===== config.mk =====
export PLATFORM = sky130hd
export DESIGN_NAME = dsc_codec
export DESIGN_NICKNAME = d
export VERILOG_FILES = /design/src/verilog/dsc_pkg.sv /design/src/verilog/dsc_unpack.sv /design/src/verilog/dsc_pack.sv /design/src/verilog/dsc_codec.sv
export SDC_FILE = /design/constraint.sdc
export NUM_CORES = 2
export LEC_CHECK = 0
export BUFFER_PORTS_ARGS = -buffer_cell sky130_fd_sc_hd__buf_4
export CAP_MARGIN = 15
export CORE_ASPECT_RATIO = 0.8
export CORE_MARGIN = 2
export CORE_UTILIZATION = 50
export DETAILED_ROUTE_END_ITERATION = 6
export GPL_ROUTABILITY_DRIVEN = 1
export PLACE_DENSITY = 0.73
export SLEW_MARGIN = 10
export SYNTH_ARGS = -nofsm -noshare
export SYNTH_HDL_FRONTEND = slang
export SYNTH_HIERARCHICAL = 1
export SYNTH_SLANG_ARGS = --single-unit

===== constraint.sdc =====
create_clock -name core_clk -period 14 [get_ports core_clk]
set_input_delay 0.7 -clock core_clk [delete_from_list [all_inputs] [get_ports core_clk]]
set_output_delay 0.7 -clock core_clk [all_outputs]
set_load 0.02 [all_outputs]

===== src/verilog/dsc_pkg.sv =====
// Constants, register map and carrier types of the decimal string codec.
// Assumes a single core clock and an APB master with 8-bit byte addresses.
package dsc_pkg;

  localparam int NDIG   = 31;
  localparam int NSLOT  = 32;
  localparam int NBYTES = 16;
  localparam int NWORDS = 4;

  // Register byte addresses; the three buffers take four words each.
  localparam logic [7:0] A_CTRL = 8'h00;
  localparam logic [7:0] A_STAT = 8'h04;
  localparam logic [7:0] A_SD0  = 8'h08;
  localparam logic [7:0] A_SD1  = 8'h0C;
  localparam logic [7:0] A_DD0  = 8'h10;
  localparam logic [7:0] A_DD1  = 8'h14;
  localparam logic [7:0] A_SIGN = 8'h18;
  localparam logic [7:0] A_SBUF = 8'h20;
  localparam logic [7:0] A_DBUF = 8'h30;
  localparam logic [7:0] A_DIG  = 8'h40;

  localparam int C_UNPACK = 0;
  localparam int C_PACK   = 1;
  localparam int S_BUSY   = 0;
  localparam int S_OVF    = 1;
  localparam int S_NEG    = 2;
  localparam int S_BAD    = 3;
  localparam int S_DONE   = 4;

  localparam int TYPE_HI = 14;
  localparam int TYPE_LO = 12;
  localparam int LEN_HI  = 4;
  localparam int LEN_LO  = 0;

  localparam logic [2:0] T_SZONED = 3'h0;
  localparam logic [2:0] T_UZONED = 3'h1;
  localparam logic [2:0] T_TOVER  = 3'h2;
  localparam logic [2:0] T_LOVER  = 3'h3;
  localparam logic [2:0] T_TSEP   = 3'h4;
  localparam logic [2:0] T_LSEP   = 3'h5;
  localparam logic [2:0] T_SPACK  = 3'h6;
  localparam logic [2:0] T_UPACK  = 3'h7;

  localparam logic [3:0] SG_POS  = 4'hC;
  localparam logic [3:0] SG_NEG  = 4'hD;
  localparam logic [3:0] SG_APOS = 4'hA;
  localparam logic [3:0] SG_EPOS = 4'hE;
  localparam logic [3:0] SG_UNS  = 4'hF;
  localparam logic [3:0] SG_ANEG = 4'hB;
  localparam logic [3:0] NIB_0   = 4'h0;
  localparam logic [3:0] NIB_9   = 4'h9;

  typedef struct packed {
    logic [2:0]  typ;
    logic [4:0]  len;
    logic [15:0] addr;
  } desc_t;

  typedef logic [NSLOT-1:0][3:0]  digits_t;
  typedef logic [NBYTES-1:0][7:0] bytes_t;

  typedef enum logic [2:0] {
    PH_IDLE = 3'b001,
    PH_WORK = 3'b010,
    PH_DONE = 3'b100
  } phase_t;

  typedef struct packed {
    phase_t      phase;
    logic        pack;
    logic [15:0] sw0;
    logic [15:0] sw1;
    logic [15:0] dw0;
    logic [15:0] dw1;
    bytes_t      sbuf;
    bytes_t      dbuf;
    digits_t     dig;
    logic        neg;
    logic        ovf;
    logic        bad;
    logic        done;
    logic [31:0] rdata;
  } state_t;

  localparam state_t ST_RST = '{phase: PH_IDLE, default: '0};

  function automatic desc_t desc_of(input logic [15:0] w0, input logic [15:0] w1);
    desc_of.typ  = w0[TYPE_HI:TYPE_LO];
    desc_of.len  = w0[LEN_HI:LEN_LO];
    desc_of.addr = w1;
  endfunction

  function automatic logic is_packed(input logic [2:0] t);
    is_packed = (t == T_SPACK) || (t == T_UPACK);
  endfunction

  // Bytes taken by a packed string: half the length, rounded down, plus one.
  function automatic logic [4:0] nbytes_of(input logic [4:0] len);
    nbytes_of = {1'b0, len[4:1]} + 5'h01;
  endfunction

endpackage


===== src/verilog/dsc_unpack.sv =====
// Packed string bytes to digit nibbles and sign.
// Assumes bytes[0] is the lowest addressed byte of the string.
`timescale 1ns/1ns
`default_nettype none
module dsc_unpack (
  input  wire dsc_pkg::bytes_t  src,    // String bytes.
  input  wire dsc_pkg::desc_t   desc,   // Source descriptor.
  output dsc_pkg::digits_t      dig,    // Digits, index 0 least significant.
  output logic                  neg     // Source value is negative.
);
  logic [4:0] nb;
  logic [3:0] sgn;

  assign nb  = dsc_pkg::nbytes_of(desc.len);
  assign sgn = src[4'(nb - 5'h01)][3:0];

  genvar d;
  generate
    for (d = 0; d < dsc_pkg::NDIG; d = d + 1) begin : g_dig
      logic [3:0] bi;
      assign bi = 4'(nb - 5'h01 - 5'((d + 1) / 2));
      if (d % 2 == 1) begin : g_odd
        assign dig[d] = (5'(d) < desc.len) ? src[bi][3:0] : dsc_pkg::NIB_0;
      end else begin : g_even
        assign dig[d] = (5'(d) < desc.len) ? src[bi][7:4] : dsc_pkg::NIB_0;
      end
    end
  endgenerate
  assign dig[dsc_pkg::NSLOT-1] = dsc_pkg::NIB_0;

  // Zero of either sign reads as positive zero.
  assign neg = (desc.typ == dsc_pkg::T_SPACK) && (dig != '0) &&
               ((sgn == dsc_pkg::SG_NEG) || (sgn == dsc_pkg::SG_ANEG));
endmodule
`default_nettype wire


===== src/verilog/dsc_pack.sv =====
// Digit nibbles and sign to packed string bytes, with overflow.
// Assumes dst[0] is the lowest addressed byte of the destination.
`timescale 1ns/1ns
`default_nettype none
module dsc_pack (
  input  wire dsc_pkg::digits_t dig,    // Result digits.
  input  wire logic             negIn,  // Result sign.
  input  wire dsc_pkg::desc_t   desc,   // Destination descriptor.
  output dsc_pkg::bytes_t       dst,    // Destination bytes.
  output logic                  ovf,    // Decimal overflow.
  output logic                  negOut  // Result sign, cleared for a zero result.
);
  dsc_pkg::digits_t kept;
  logic [4:0]       nb;
  logic [3:0]       sgn;

  always_comb begin
    int k;
    k = 0;
    ovf = 1'b0;
    kept = '0;
    for (int i = 0; i < dsc_pkg::NDIG; i++) begin
      if (5'(i) < desc.len) begin
        kept[i] = dig[i];
      end else if (dig[i] != dsc_pkg::NIB_0) begin
        ovf = 1'b1;
      end
    end
    // A zero result is positive, but overflow keeps a negative sign.
    negOut = negIn && (dig != '0);
    nb = dsc_pkg::nbytes_of(desc.len);
    if (desc.typ == dsc_pkg::T_UPACK) begin
      sgn = dsc_pkg::SG_UNS;
    end else begin
      sgn = negOut ? dsc_pkg::SG_NEG : dsc_pkg::SG_POS;
    end
    for (int b = 0; b < dsc_pkg::NBYTES; b++) begin
      dst[b] = '0;
      if (5'(b) < nb) begin
        k = 32'(nb) - 1 - b;
        dst[b][7:4] = kept[5'(2 * k)];
        dst[b][3:0] = (k == 0) ? sgn : kept[5'(2 * k - 1)];
      end
    end
  end
endmodule
`default_nettype wire


===== src/verilog/dsc_codec.sv =====
// Decimal string codec: APB register file, operation sequencer, status.
// Assumes an APB master on core_clk; the execution unit reads the status pins.
`timescale 1ns/1ns
`default_nettype none

module dsc_codec (
  input  wire  logic        core_clk,    // Core clock, 10 MHz.
  input  wire  logic        nrst,        // Synchronous reset, active low.
  input  wire  logic        psel,        // APB select.
  input  wire  logic        penable,     // APB enable.
  input  wire  logic        pwrite,      // APB write.
  input  wire  logic [7:0]  paddr,       // APB byte address.
  input  wire  logic [31:0] pwdata,      // APB write data.
  output logic       [31:0] prdata,      // APB read data.
  output logic              pready,      // APB ready.
  output logic              pslverr,     // APB error on unmapped address.
  output logic              doneStrobe,  // Operation complete, one cycle.
  output logic              decOverflow, // Decimal overflow of last operation.
  output logic              resultNeg,   // Sign of last result, 1 negative.
  output logic              badType      // Reserved type code was given.
);

  // ****************************************************************
  // State and datapath
  // ****************************************************************
  dsc_pkg::state_t  st_reg;
  dsc_pkg::state_t  st_next;
  dsc_pkg::desc_t   sd;
  dsc_pkg::desc_t   dd;
  dsc_pkg::digits_t unDig;
  dsc_pkg::bytes_t  pkBytes;
  logic             unNeg;
  logic             pkOvf;
  logic             pkNeg;
  logic             acc;
  logic             startOk;

  assign sd = dsc_pkg::desc_of(st_reg.sw0, st_reg.sw1);
  assign dd = dsc_pkg::desc_of(st_reg.dw0, st_reg.dw1);

  // Source nibbles are taken as they stand; no digit or sign checking.
  dsc_unpack u_unpack (
    .src  (st_reg.sbuf),
    .desc (sd),
    .dig  (unDig),
    .neg  (unNeg)
  );

  dsc_pack u_pack (
    .dig    (st_reg.dig),
    .negIn  (st_reg.neg),
    .desc   (dd),
    .dst    (pkBytes),
    .ovf    (pkOvf),
    .negOut (pkNeg)
  );

  // ****************************************************************
  // Address decoding
  // ****************************************************************
  function automatic logic mapped(input logic [7:0] a);
    logic [3:0] grp;
    grp = a[7:4];
    mapped = (a[7:2] <= dsc_pkg::A_SIGN[7:2]) ||
             (grp == dsc_pkg::A_SBUF[7:4]) ||
             (grp == dsc_pkg::A_DBUF[7:4]) ||
             (grp == dsc_pkg::A_DIG[7:4]);
  endfunction

  function automatic logic [31:0] rd_word(input logic [7:0] a);
    logic [1:0] w;
    w = a[3:2];
    rd_word = '0;
    if (a[7:4] == dsc_pkg::A_SBUF[7:4]) begin
      rd_word = st_reg.sbuf[4 * w +: 4];
    end else if (a[7:4] == dsc_pkg::A_DBUF[7:4]) begin
      rd_word = st_reg.dbuf[4 * w +: 4];
    end else if (a[7:4] == dsc_pkg::A_DIG[7:4]) begin
      rd_word = st_reg.dig[8 * w +: 8];
    end else begin
      case (a[7:2])
        dsc_pkg::A_STAT[7:2]: begin
          rd_word[dsc_pkg::S_BUSY] = (st_reg.phase != dsc_pkg::PH_IDLE);
          rd_word[dsc_pkg::S_OVF]  = st_reg.ovf;
          rd_word[dsc_pkg::S_NEG]  = st_reg.neg;
          rd_word[dsc_pkg::S_BAD]  = st_reg.bad;
          rd_word[dsc_pkg::S_DONE] = st_reg.done;
        end
        dsc_pkg::A_SD0[7:2]:  rd_word[15:0] = st_reg.sw0;
        dsc_pkg::A_SD1[7:2]:  rd_word[15:0] = st_reg.sw1;
        dsc_pkg::A_DD0[7:2]:  rd_word[15:0] = st_reg.dw0;
        dsc_pkg::A_DD1[7:2]:  rd_word[15:0] = st_reg.dw1;
        dsc_pkg::A_SIGN[7:2]: rd_word[0] = st_reg.neg;
        default:              rd_word = '0;
      endcase
    end
  endfunction

  // ****************************************************************
  // Next state
  // ****************************************************************
  assign acc = psel && penable;
  // Starts are honoured only while idle, so a running operation never sees
  // its inputs change underneath it.
  assign startOk = acc && pwrite && (paddr[7:2] == dsc_pkg::A_CTRL[7:2]) &&
                   (st_reg.phase == dsc_pkg::PH_IDLE) &&
                   (pwdata[dsc_pkg::C_UNPACK] || pwdata[dsc_pkg::C_PACK]);

  always_comb begin
    st_next = st_reg;
    if (psel && !penable && !pwrite) begin
      st_next.rdata = rd_word(paddr);
    end
    if (acc && pwrite && (st_reg.phase == dsc_pkg::PH_IDLE)) begin
      if (paddr[7:4] == dsc_pkg::A_SBUF[7:4]) begin
        st_next.sbuf[4 * paddr[3:2] +: 4] = pwdata;
      end else if (paddr[7:4] == dsc_pkg::A_DIG[7:4]) begin
        st_next.dig[8 * paddr[3:2] +: 8] = pwdata;
      end else begin
        case (paddr[7:2])
          dsc_pkg::A_SD0[7:2]:  st_next.sw0 = pwdata[15:0];
          dsc_pkg::A_SD1[7:2]:  st_next.sw1 = pwdata[15:0];
          dsc_pkg::A_DD0[7:2]:  st_next.dw0 = pwdata[15:0];
          dsc_pkg::A_DD1[7:2]:  st_next.dw1 = pwdata[15:0];
          dsc_pkg::A_SIGN[7:2]: st_next.neg = pwdata[0];
          default:              st_next.neg = st_reg.neg;
        endcase
      end
    end
    case (st_reg.phase)
      dsc_pkg::PH_IDLE: begin
        if (startOk) begin
          st_next.phase = dsc_pkg::PH_WORK;
          st_next.pack  = pwdata[dsc_pkg::C_PACK];
          st_next.done  = 1'b0;
        end
      end
      dsc_pkg::PH_WORK: begin
        st_next.phase = dsc_pkg::PH_DONE;
        st_next.ovf   = 1'b0;
        if (st_reg.pack) begin
          st_next.bad = !dsc_pkg::is_packed(dd.typ);
          if (dsc_pkg::is_packed(dd.typ)) begin
            st_next.dbuf = pkBytes;
            st_next.ovf  = pkOvf;
            st_next.neg  = pkNeg;
          end
        end else begin
          st_next.bad = !dsc_pkg::is_packed(sd.typ);
          if (dsc_pkg::is_packed(sd.typ)) begin
            st_next.dig = unDig;
            st_next.neg = unNeg;
          end
        end
      end
      dsc_pkg::PH_DONE: begin
        st_next.phase = dsc_pkg::PH_IDLE;
        st_next.done  = 1'b1;
      end
      default: begin
        st_next.phase = dsc_pkg::PH_IDLE;
      end
    endcase
  end

  always_ff @(posedge core_clk) begin
    if (!nrst) begin
      st_reg <= dsc_pkg::ST_RST;
    end else begin
      st_reg <= st_next;
    end
  end

  // ****************************************************************
  // Outputs
  // ****************************************************************
  assign prdata      = st_reg.rdata;
  assign pready      = 1'b1;
  assign pslverr     = psel && penable && !mapped(paddr);
  assign doneStrobe  = (st_reg.phase == dsc_pkg::PH_DONE);
  assign decOverflow = st_reg.ovf;
  assign resultNeg   = st_reg.neg;
  assign badType     = st_reg.bad;

  // ****************************************************************
  // Assertions
  // ****************************************************************
  logic [4:0] dnb;
  logic [4:0] snb;
  logic [7:0] dLast;
  logic [3:0] srcSign;
  logic       pkDone;

  assign dnb     = dsc_pkg::nbytes_of(dd.len);
  assign snb     = dsc_pkg::nbytes_of(sd.len);
  assign dLast   = st_reg.dbuf[4'(dnb - 5'h01)];
  assign srcSign = st_reg.sbuf[4'(snb - 5'h01)][3:0];
  assign pkDone  = doneStrobe && st_reg.pack && !st_reg.bad;
endmodule
`default_nettype wire


# After elaboration in Yosys (flattened, before gate mapping)
# Cells that the tools add are included.
# classes
shifts,34
reduce_logical,83
bitwise_logic,2
add_sub_neg,52
order_cmp,127
n_mux,310
n_eq_ne,20
# ops
cell,n
$mux W4,144
$bmux W8 S4,16
$logic_not A32 Y1,16
$mux W129,3
$bmux W4 S5,16
$shiftx A4 B34 Y16,8
$bmux W4 S4,16
$bwmux W128,2
$mux W128,2
$mux W8,32
$reduce_bool A128 Y1,2
$shiftx A16 B5 Y4,16
$sub A32 B4 Y32 const B,8
$lt A5 B7 Y1 const B,32
$lt A5 B5 Y1 const A,30
$shiftx A8 B34 Y32,4
$mux W131,1
$shiftx A32 B6 Y8,4
$sub A32 B3 Y32 const B,4
$reduce_bool A4 Y1,31
$lt A4 B5 Y1 const A,24
$mux W32,3
$lt A4 B5 Y1 const B,16
$sub A5 B2 Y5 const B,16
44 further kinds,182
# totals
inputBits,45
regBits,488
output_inout_bits,38
word_cells,703

# Logic depth before layout (Yosys ltp)
# logic_depth
word_depth,66
mapped_depth,27
ltp_nobuf,21

# Modules after synthesis
# Netlist, hierarchy kept.
# by_module_without_submodules
module,instances,seq_area_each_um2,cells_per_inst,area_per_inst_um2
dsc_codec,1,9769.4,2696,23171.0
dsc_pack,1,0.0,1546,10865.4
dsc_unpack,1,0.0,1029,8959.8

# Least setup slack after synthesis
# OpenSTA, ideal clock, no wires.
# synth_timing
path_type,flip-flop to flip-flop
start,register st_reg (netlist bit dd[17])
end,register st_reg[189] (netlist name)
t_arrival_ns,5.607
n_path_buf,6
stages_incl_launch_ff,23
setup_ns,0.076
slack_ns,8.318
path_cell_list,dfxtp_1 > buf_4 > inv_1 > buf_2 > buf_2 > buf_2 > buf_1 > ha_1 > nand2b_1 > nor2_1 > inv_1 > buf_2 > ha_1 > o21ai_0 > ha_1 > nand4b_1 > or4_1 > a2111oi_0 > nand3_1 > o211ai_1 > o211a_1 > nand2_1 > a21boi_0
# synth_rtl
item,line,text
from (decl),dsc_codec.sv:26,dsc_pkg::state_t st_reg;
from (signal assigned),dsc_codec.sv:168,st_reg <= dsc_pkg::ST_RST;
from (signal assigned),dsc_codec.sv:170,st_reg <= st_next;

==> qor.csv <==
stage;metric;value;unit
layout;FILL cells;8119;
routing;violation count after the first detailed-route iteration;8326;
yosys;Synth Warn #;6;
timing;fmax;0.1426;GHz
timing;worst slew pin tran;1.555;ns
worst_setup_path;Critical Path Sink Type;flip-flop;
yosys;Mapped Area;43000;um^2
run;max cap viols;0;
global_route;GRT overflow;0;
timing;Worst Skew;0.04838;ns
floorplan;Die W;331.9;um
placement;HPWL Detailed;159200;um
routing;vias;45290;
clock_tree;Clock Pin Slew Worst Setup and Hold Paths;0.07;ns
routing;Via density;7.369;
worst_setup_path;worst-path fanout max;52;
clock_tree;Clock Tree Root;clkbuf_16;
clock_tree;CTS Hold Bufs;0;
layout;number of flip-flops in the largest register;405;
timing;Hold Fails Final Rpt;0;
global_route;first-pass GRT wire length;296300;um
worst_setup_path;Crit. Startpoint;sd[18];
status;failing checks;DRC, slew limit;
yosys;Cells after Synth;5271;
placement;placed insts;6034;
timing;max-slew violations;2;
timing;unrepaired setup endpoints after global routing;no;
clock_tree;CTS buffer count;53;
floorplan;die height;266.3;um
floorplan;Initial Util;50.28;%
clock_tree;insertion delay to the later sink of the worst-skew pair;0.69;ns
routing;drt wl/cell;34.34;um
layout;Syn-to-layout area delta;5.063;%
layout;share of cells above drive strength 1;12.98;%
status;outcome;finished, violations left;
global_route;met3 global-route usage;22.55;%
power_and_ir_drop;PD cells;68.98;nW/um^2
clock_tree;CTS Sinks;488;
worst_setup_path;Reg2Reg Launch Point;sd[18];
floorplan;die area;88370;um^2
yosys;main flop type after synthesis;dfxtp_1;
floorplan;core area;85520;um^2
yosys;Post-synth EDFFs;0;
global_route;initial antenna violation count;20;
routing;First-pass DRT Iterations;7;
worst_setup_path;worst path arrival time;7.58;ns
layout;post-layout util;52.82;%
power_and_ir_drop;Max VDD drop;0.0001032;V
floorplan;Ports;83;
yosys;largest cells by area after synthesis;dfxtp_1 23%, mux4_2 11%, mux2i_1 9.0%, nand2_1 7.9%, nand3_1 5.8%;
yosys;sequential area share after synthesis;22.72;%
yosys;FFs w/ async S/R, synth;0;%
timing;slew margin rel.;-3.654;%
timing;Tmin final;7.014;ns
global_route;GR Util met1;65.15;%
routing;drt total wl;211000;um
worst_setup_path;CP startpoint kind;flip-flop;
floorplan;row cnt;96;
yosys;Avg Inst Size Synth;8.157;um^2
power_and_ir_drop;static leakage;14.69;nW
clock_tree;Setup Fix Bufs, Post-CTS;0;
global_route;GR met2 Demand/Resource;58.45;%
timing;setup_tns;0;ns
worst_setup_path;Worst EP required;14.56;ns
routing;DRC viols;5;
routing;antenna-violating nets left;0;
min_path;Hold Crit Class;in2reg;
timing;Final setup viols;0;
clock_tree;CTS max path bufs;3;
yosys;Yosys reg bits;488;
global_route;GR Util All Layers;46.13;%
yosys;Synth area leader;dfxtp_1;
layout;fin cells;6146;
yosys;Synth top area share;22.72;%
timing;Final period util;50.10;%
min_path;Worst Min Path Start;pwdata[25];
global_route;busiest grt layer;met1;
placement;placer congestion estimate;1.129;
placement;I/O Buffers;79;
clock_tree;H-tree Lvls;2;
clock_tree;PostCTS Resize Cnt;0;
yosys;Distinct cells, synth;110;
layout;Layout Nets;5134;
clock_tree;TritonCTS clock tree;built;
worst_setup_path;critical path class;reg2reg;
global_route;number of global-route vias before repair;39590;
global_route;largest net degree at the start of global routing;142;
==> worst max-delay path, cell delays in order, from the launching register on <==
cell       delay, ns
dfxtp_4         0.71
inv_1           0.16
buf_4           0.25
ha_4            0.72
buf_4           0.67
buf_4           0.77
mux2i_1         0.35
mux4_1          0.62
o22ai_1         0.19
a2111oi_0       0.43
or4bb_1         0.70
nor4_1          0.30
nand4_1         0.15
o31a_1          0.34
inv_1           0.15
o22a_1          0.17
o32ai_1         0.08
==> power by group <==
part	switching [mW]	internal [mW]
Combinational	0.140	0.0533
Clock	0.686	0.846
Sequential	0.00254	1.39
Total	0.828	2.29
==> final cells by class <==
cell class / count / area (um^2) / area share, %
Antenna cell: 12 / 30.03 / 0.06647
Clock buffer: 68 / 1484 / 3.285
Clock inverter: 31 / 341.6 / 0.7562
Inverter: 70 / 264.0 / 0.5844
Multi-Input combinational cell: 4180 / 30550 / 67.64
Sequential cell: 488 / 9791 / 21.67
Tap cell: 1127 / 1410 / 3.122
Timing Repair Buffer: 170 / 1299 / 2.875
==> final timing paths <==
check,end,slack (ns),cells after the start
worst max-delay path,resultNeg,6.99,16
worst min-delay path,st_reg[381],0.37,3
worst max register to register,resultNeg,6.99,16
worst min register to register,sd[14],0.45,2
==> kinds of logic (layout without fill, tap and decap cells) <==
group / count (synthesis) / in the layout / synth area share [%]
multiplexers: 692 / 692 / 22.89
AND/OR/NAND/NOR: 1999 / 1999 / 21.78
XOR/XNOR: 60 / 60 / 1.685
buffers and inverters: 606 / 339 / 6.591
AO/OA/AOI/OAI: 1298 / 1298 / 20.65
adder cells (fa/ha/maj): 126 / 126 / 3.667
flip-flops: 488 / 488 / 22.72
other: 2 / 17 / 0.01747
==> synthesized netlist by cell type (23+ instances only) <==
master    number
nand2_1      910
nand3_1      495
dfxtp_1      488
mux2i_1      385
clkbuf_1     274
mux4_2       211
a21oi_1      196
nor2_1       187
a21boi_0     183
o21ai_0      170
o211ai_1     162
buf_2        160
a21boi_1     136
ha_1         126
o22ai_1      122
mux2_2        85
inv_1         65
buf_4         59
and2_1        54
nand4_1       51
a22oi_1       49
nor4_1        47
a31oi_1       44
and3_1        43
nor3_1        37
xnor2_1       35
nand2b_1      33
nor2b_1       30
a211oi_1      28
buf_1         23
==> cell usage in the layout (no fill, tap or decap), types with 50 or more instances in the layout <==
cell type  count
buf_4        167
nand4_1       51
mux2i_1      385
o21ai_0      170
nand2_1      906
o22ai_1      122
mux4_2       211
nand3_1      495
a21boi_1     136
inv_1         63
mux2_2        85
o211ai_1     162
a21boi_0     183
a21oi_1      194
dfxtp_1      481
ha_1         124
clkbuf_16     54
nor2_1       184
and2_1        50
==> metrics by stage <==
stage	instance area (um^2)	setup WS [ns]	hold slack, ns	power [mW]
3_5_place_dp	43310	7.164	0.4472	1.604
2_1_floorplan	43010	8.318	0.4263	1.538
4_1_cts	45130	7.135	0.3507	3.098
3_3_place_gp	43310	7.142	0.4421	1.602
6_report	45170	6.986	0.3669	3.116
5_1_grt	45150	6.652	0.3819	3.169
==> metal layers <==
layer	up-vias	wire length (um)
met5	-	288
met4	18	10800
met3	592	38130
met2	3634	76320
met1	22110	85510
li1	18940	-
Note: power is estimated with default switching activity, not from simulation.
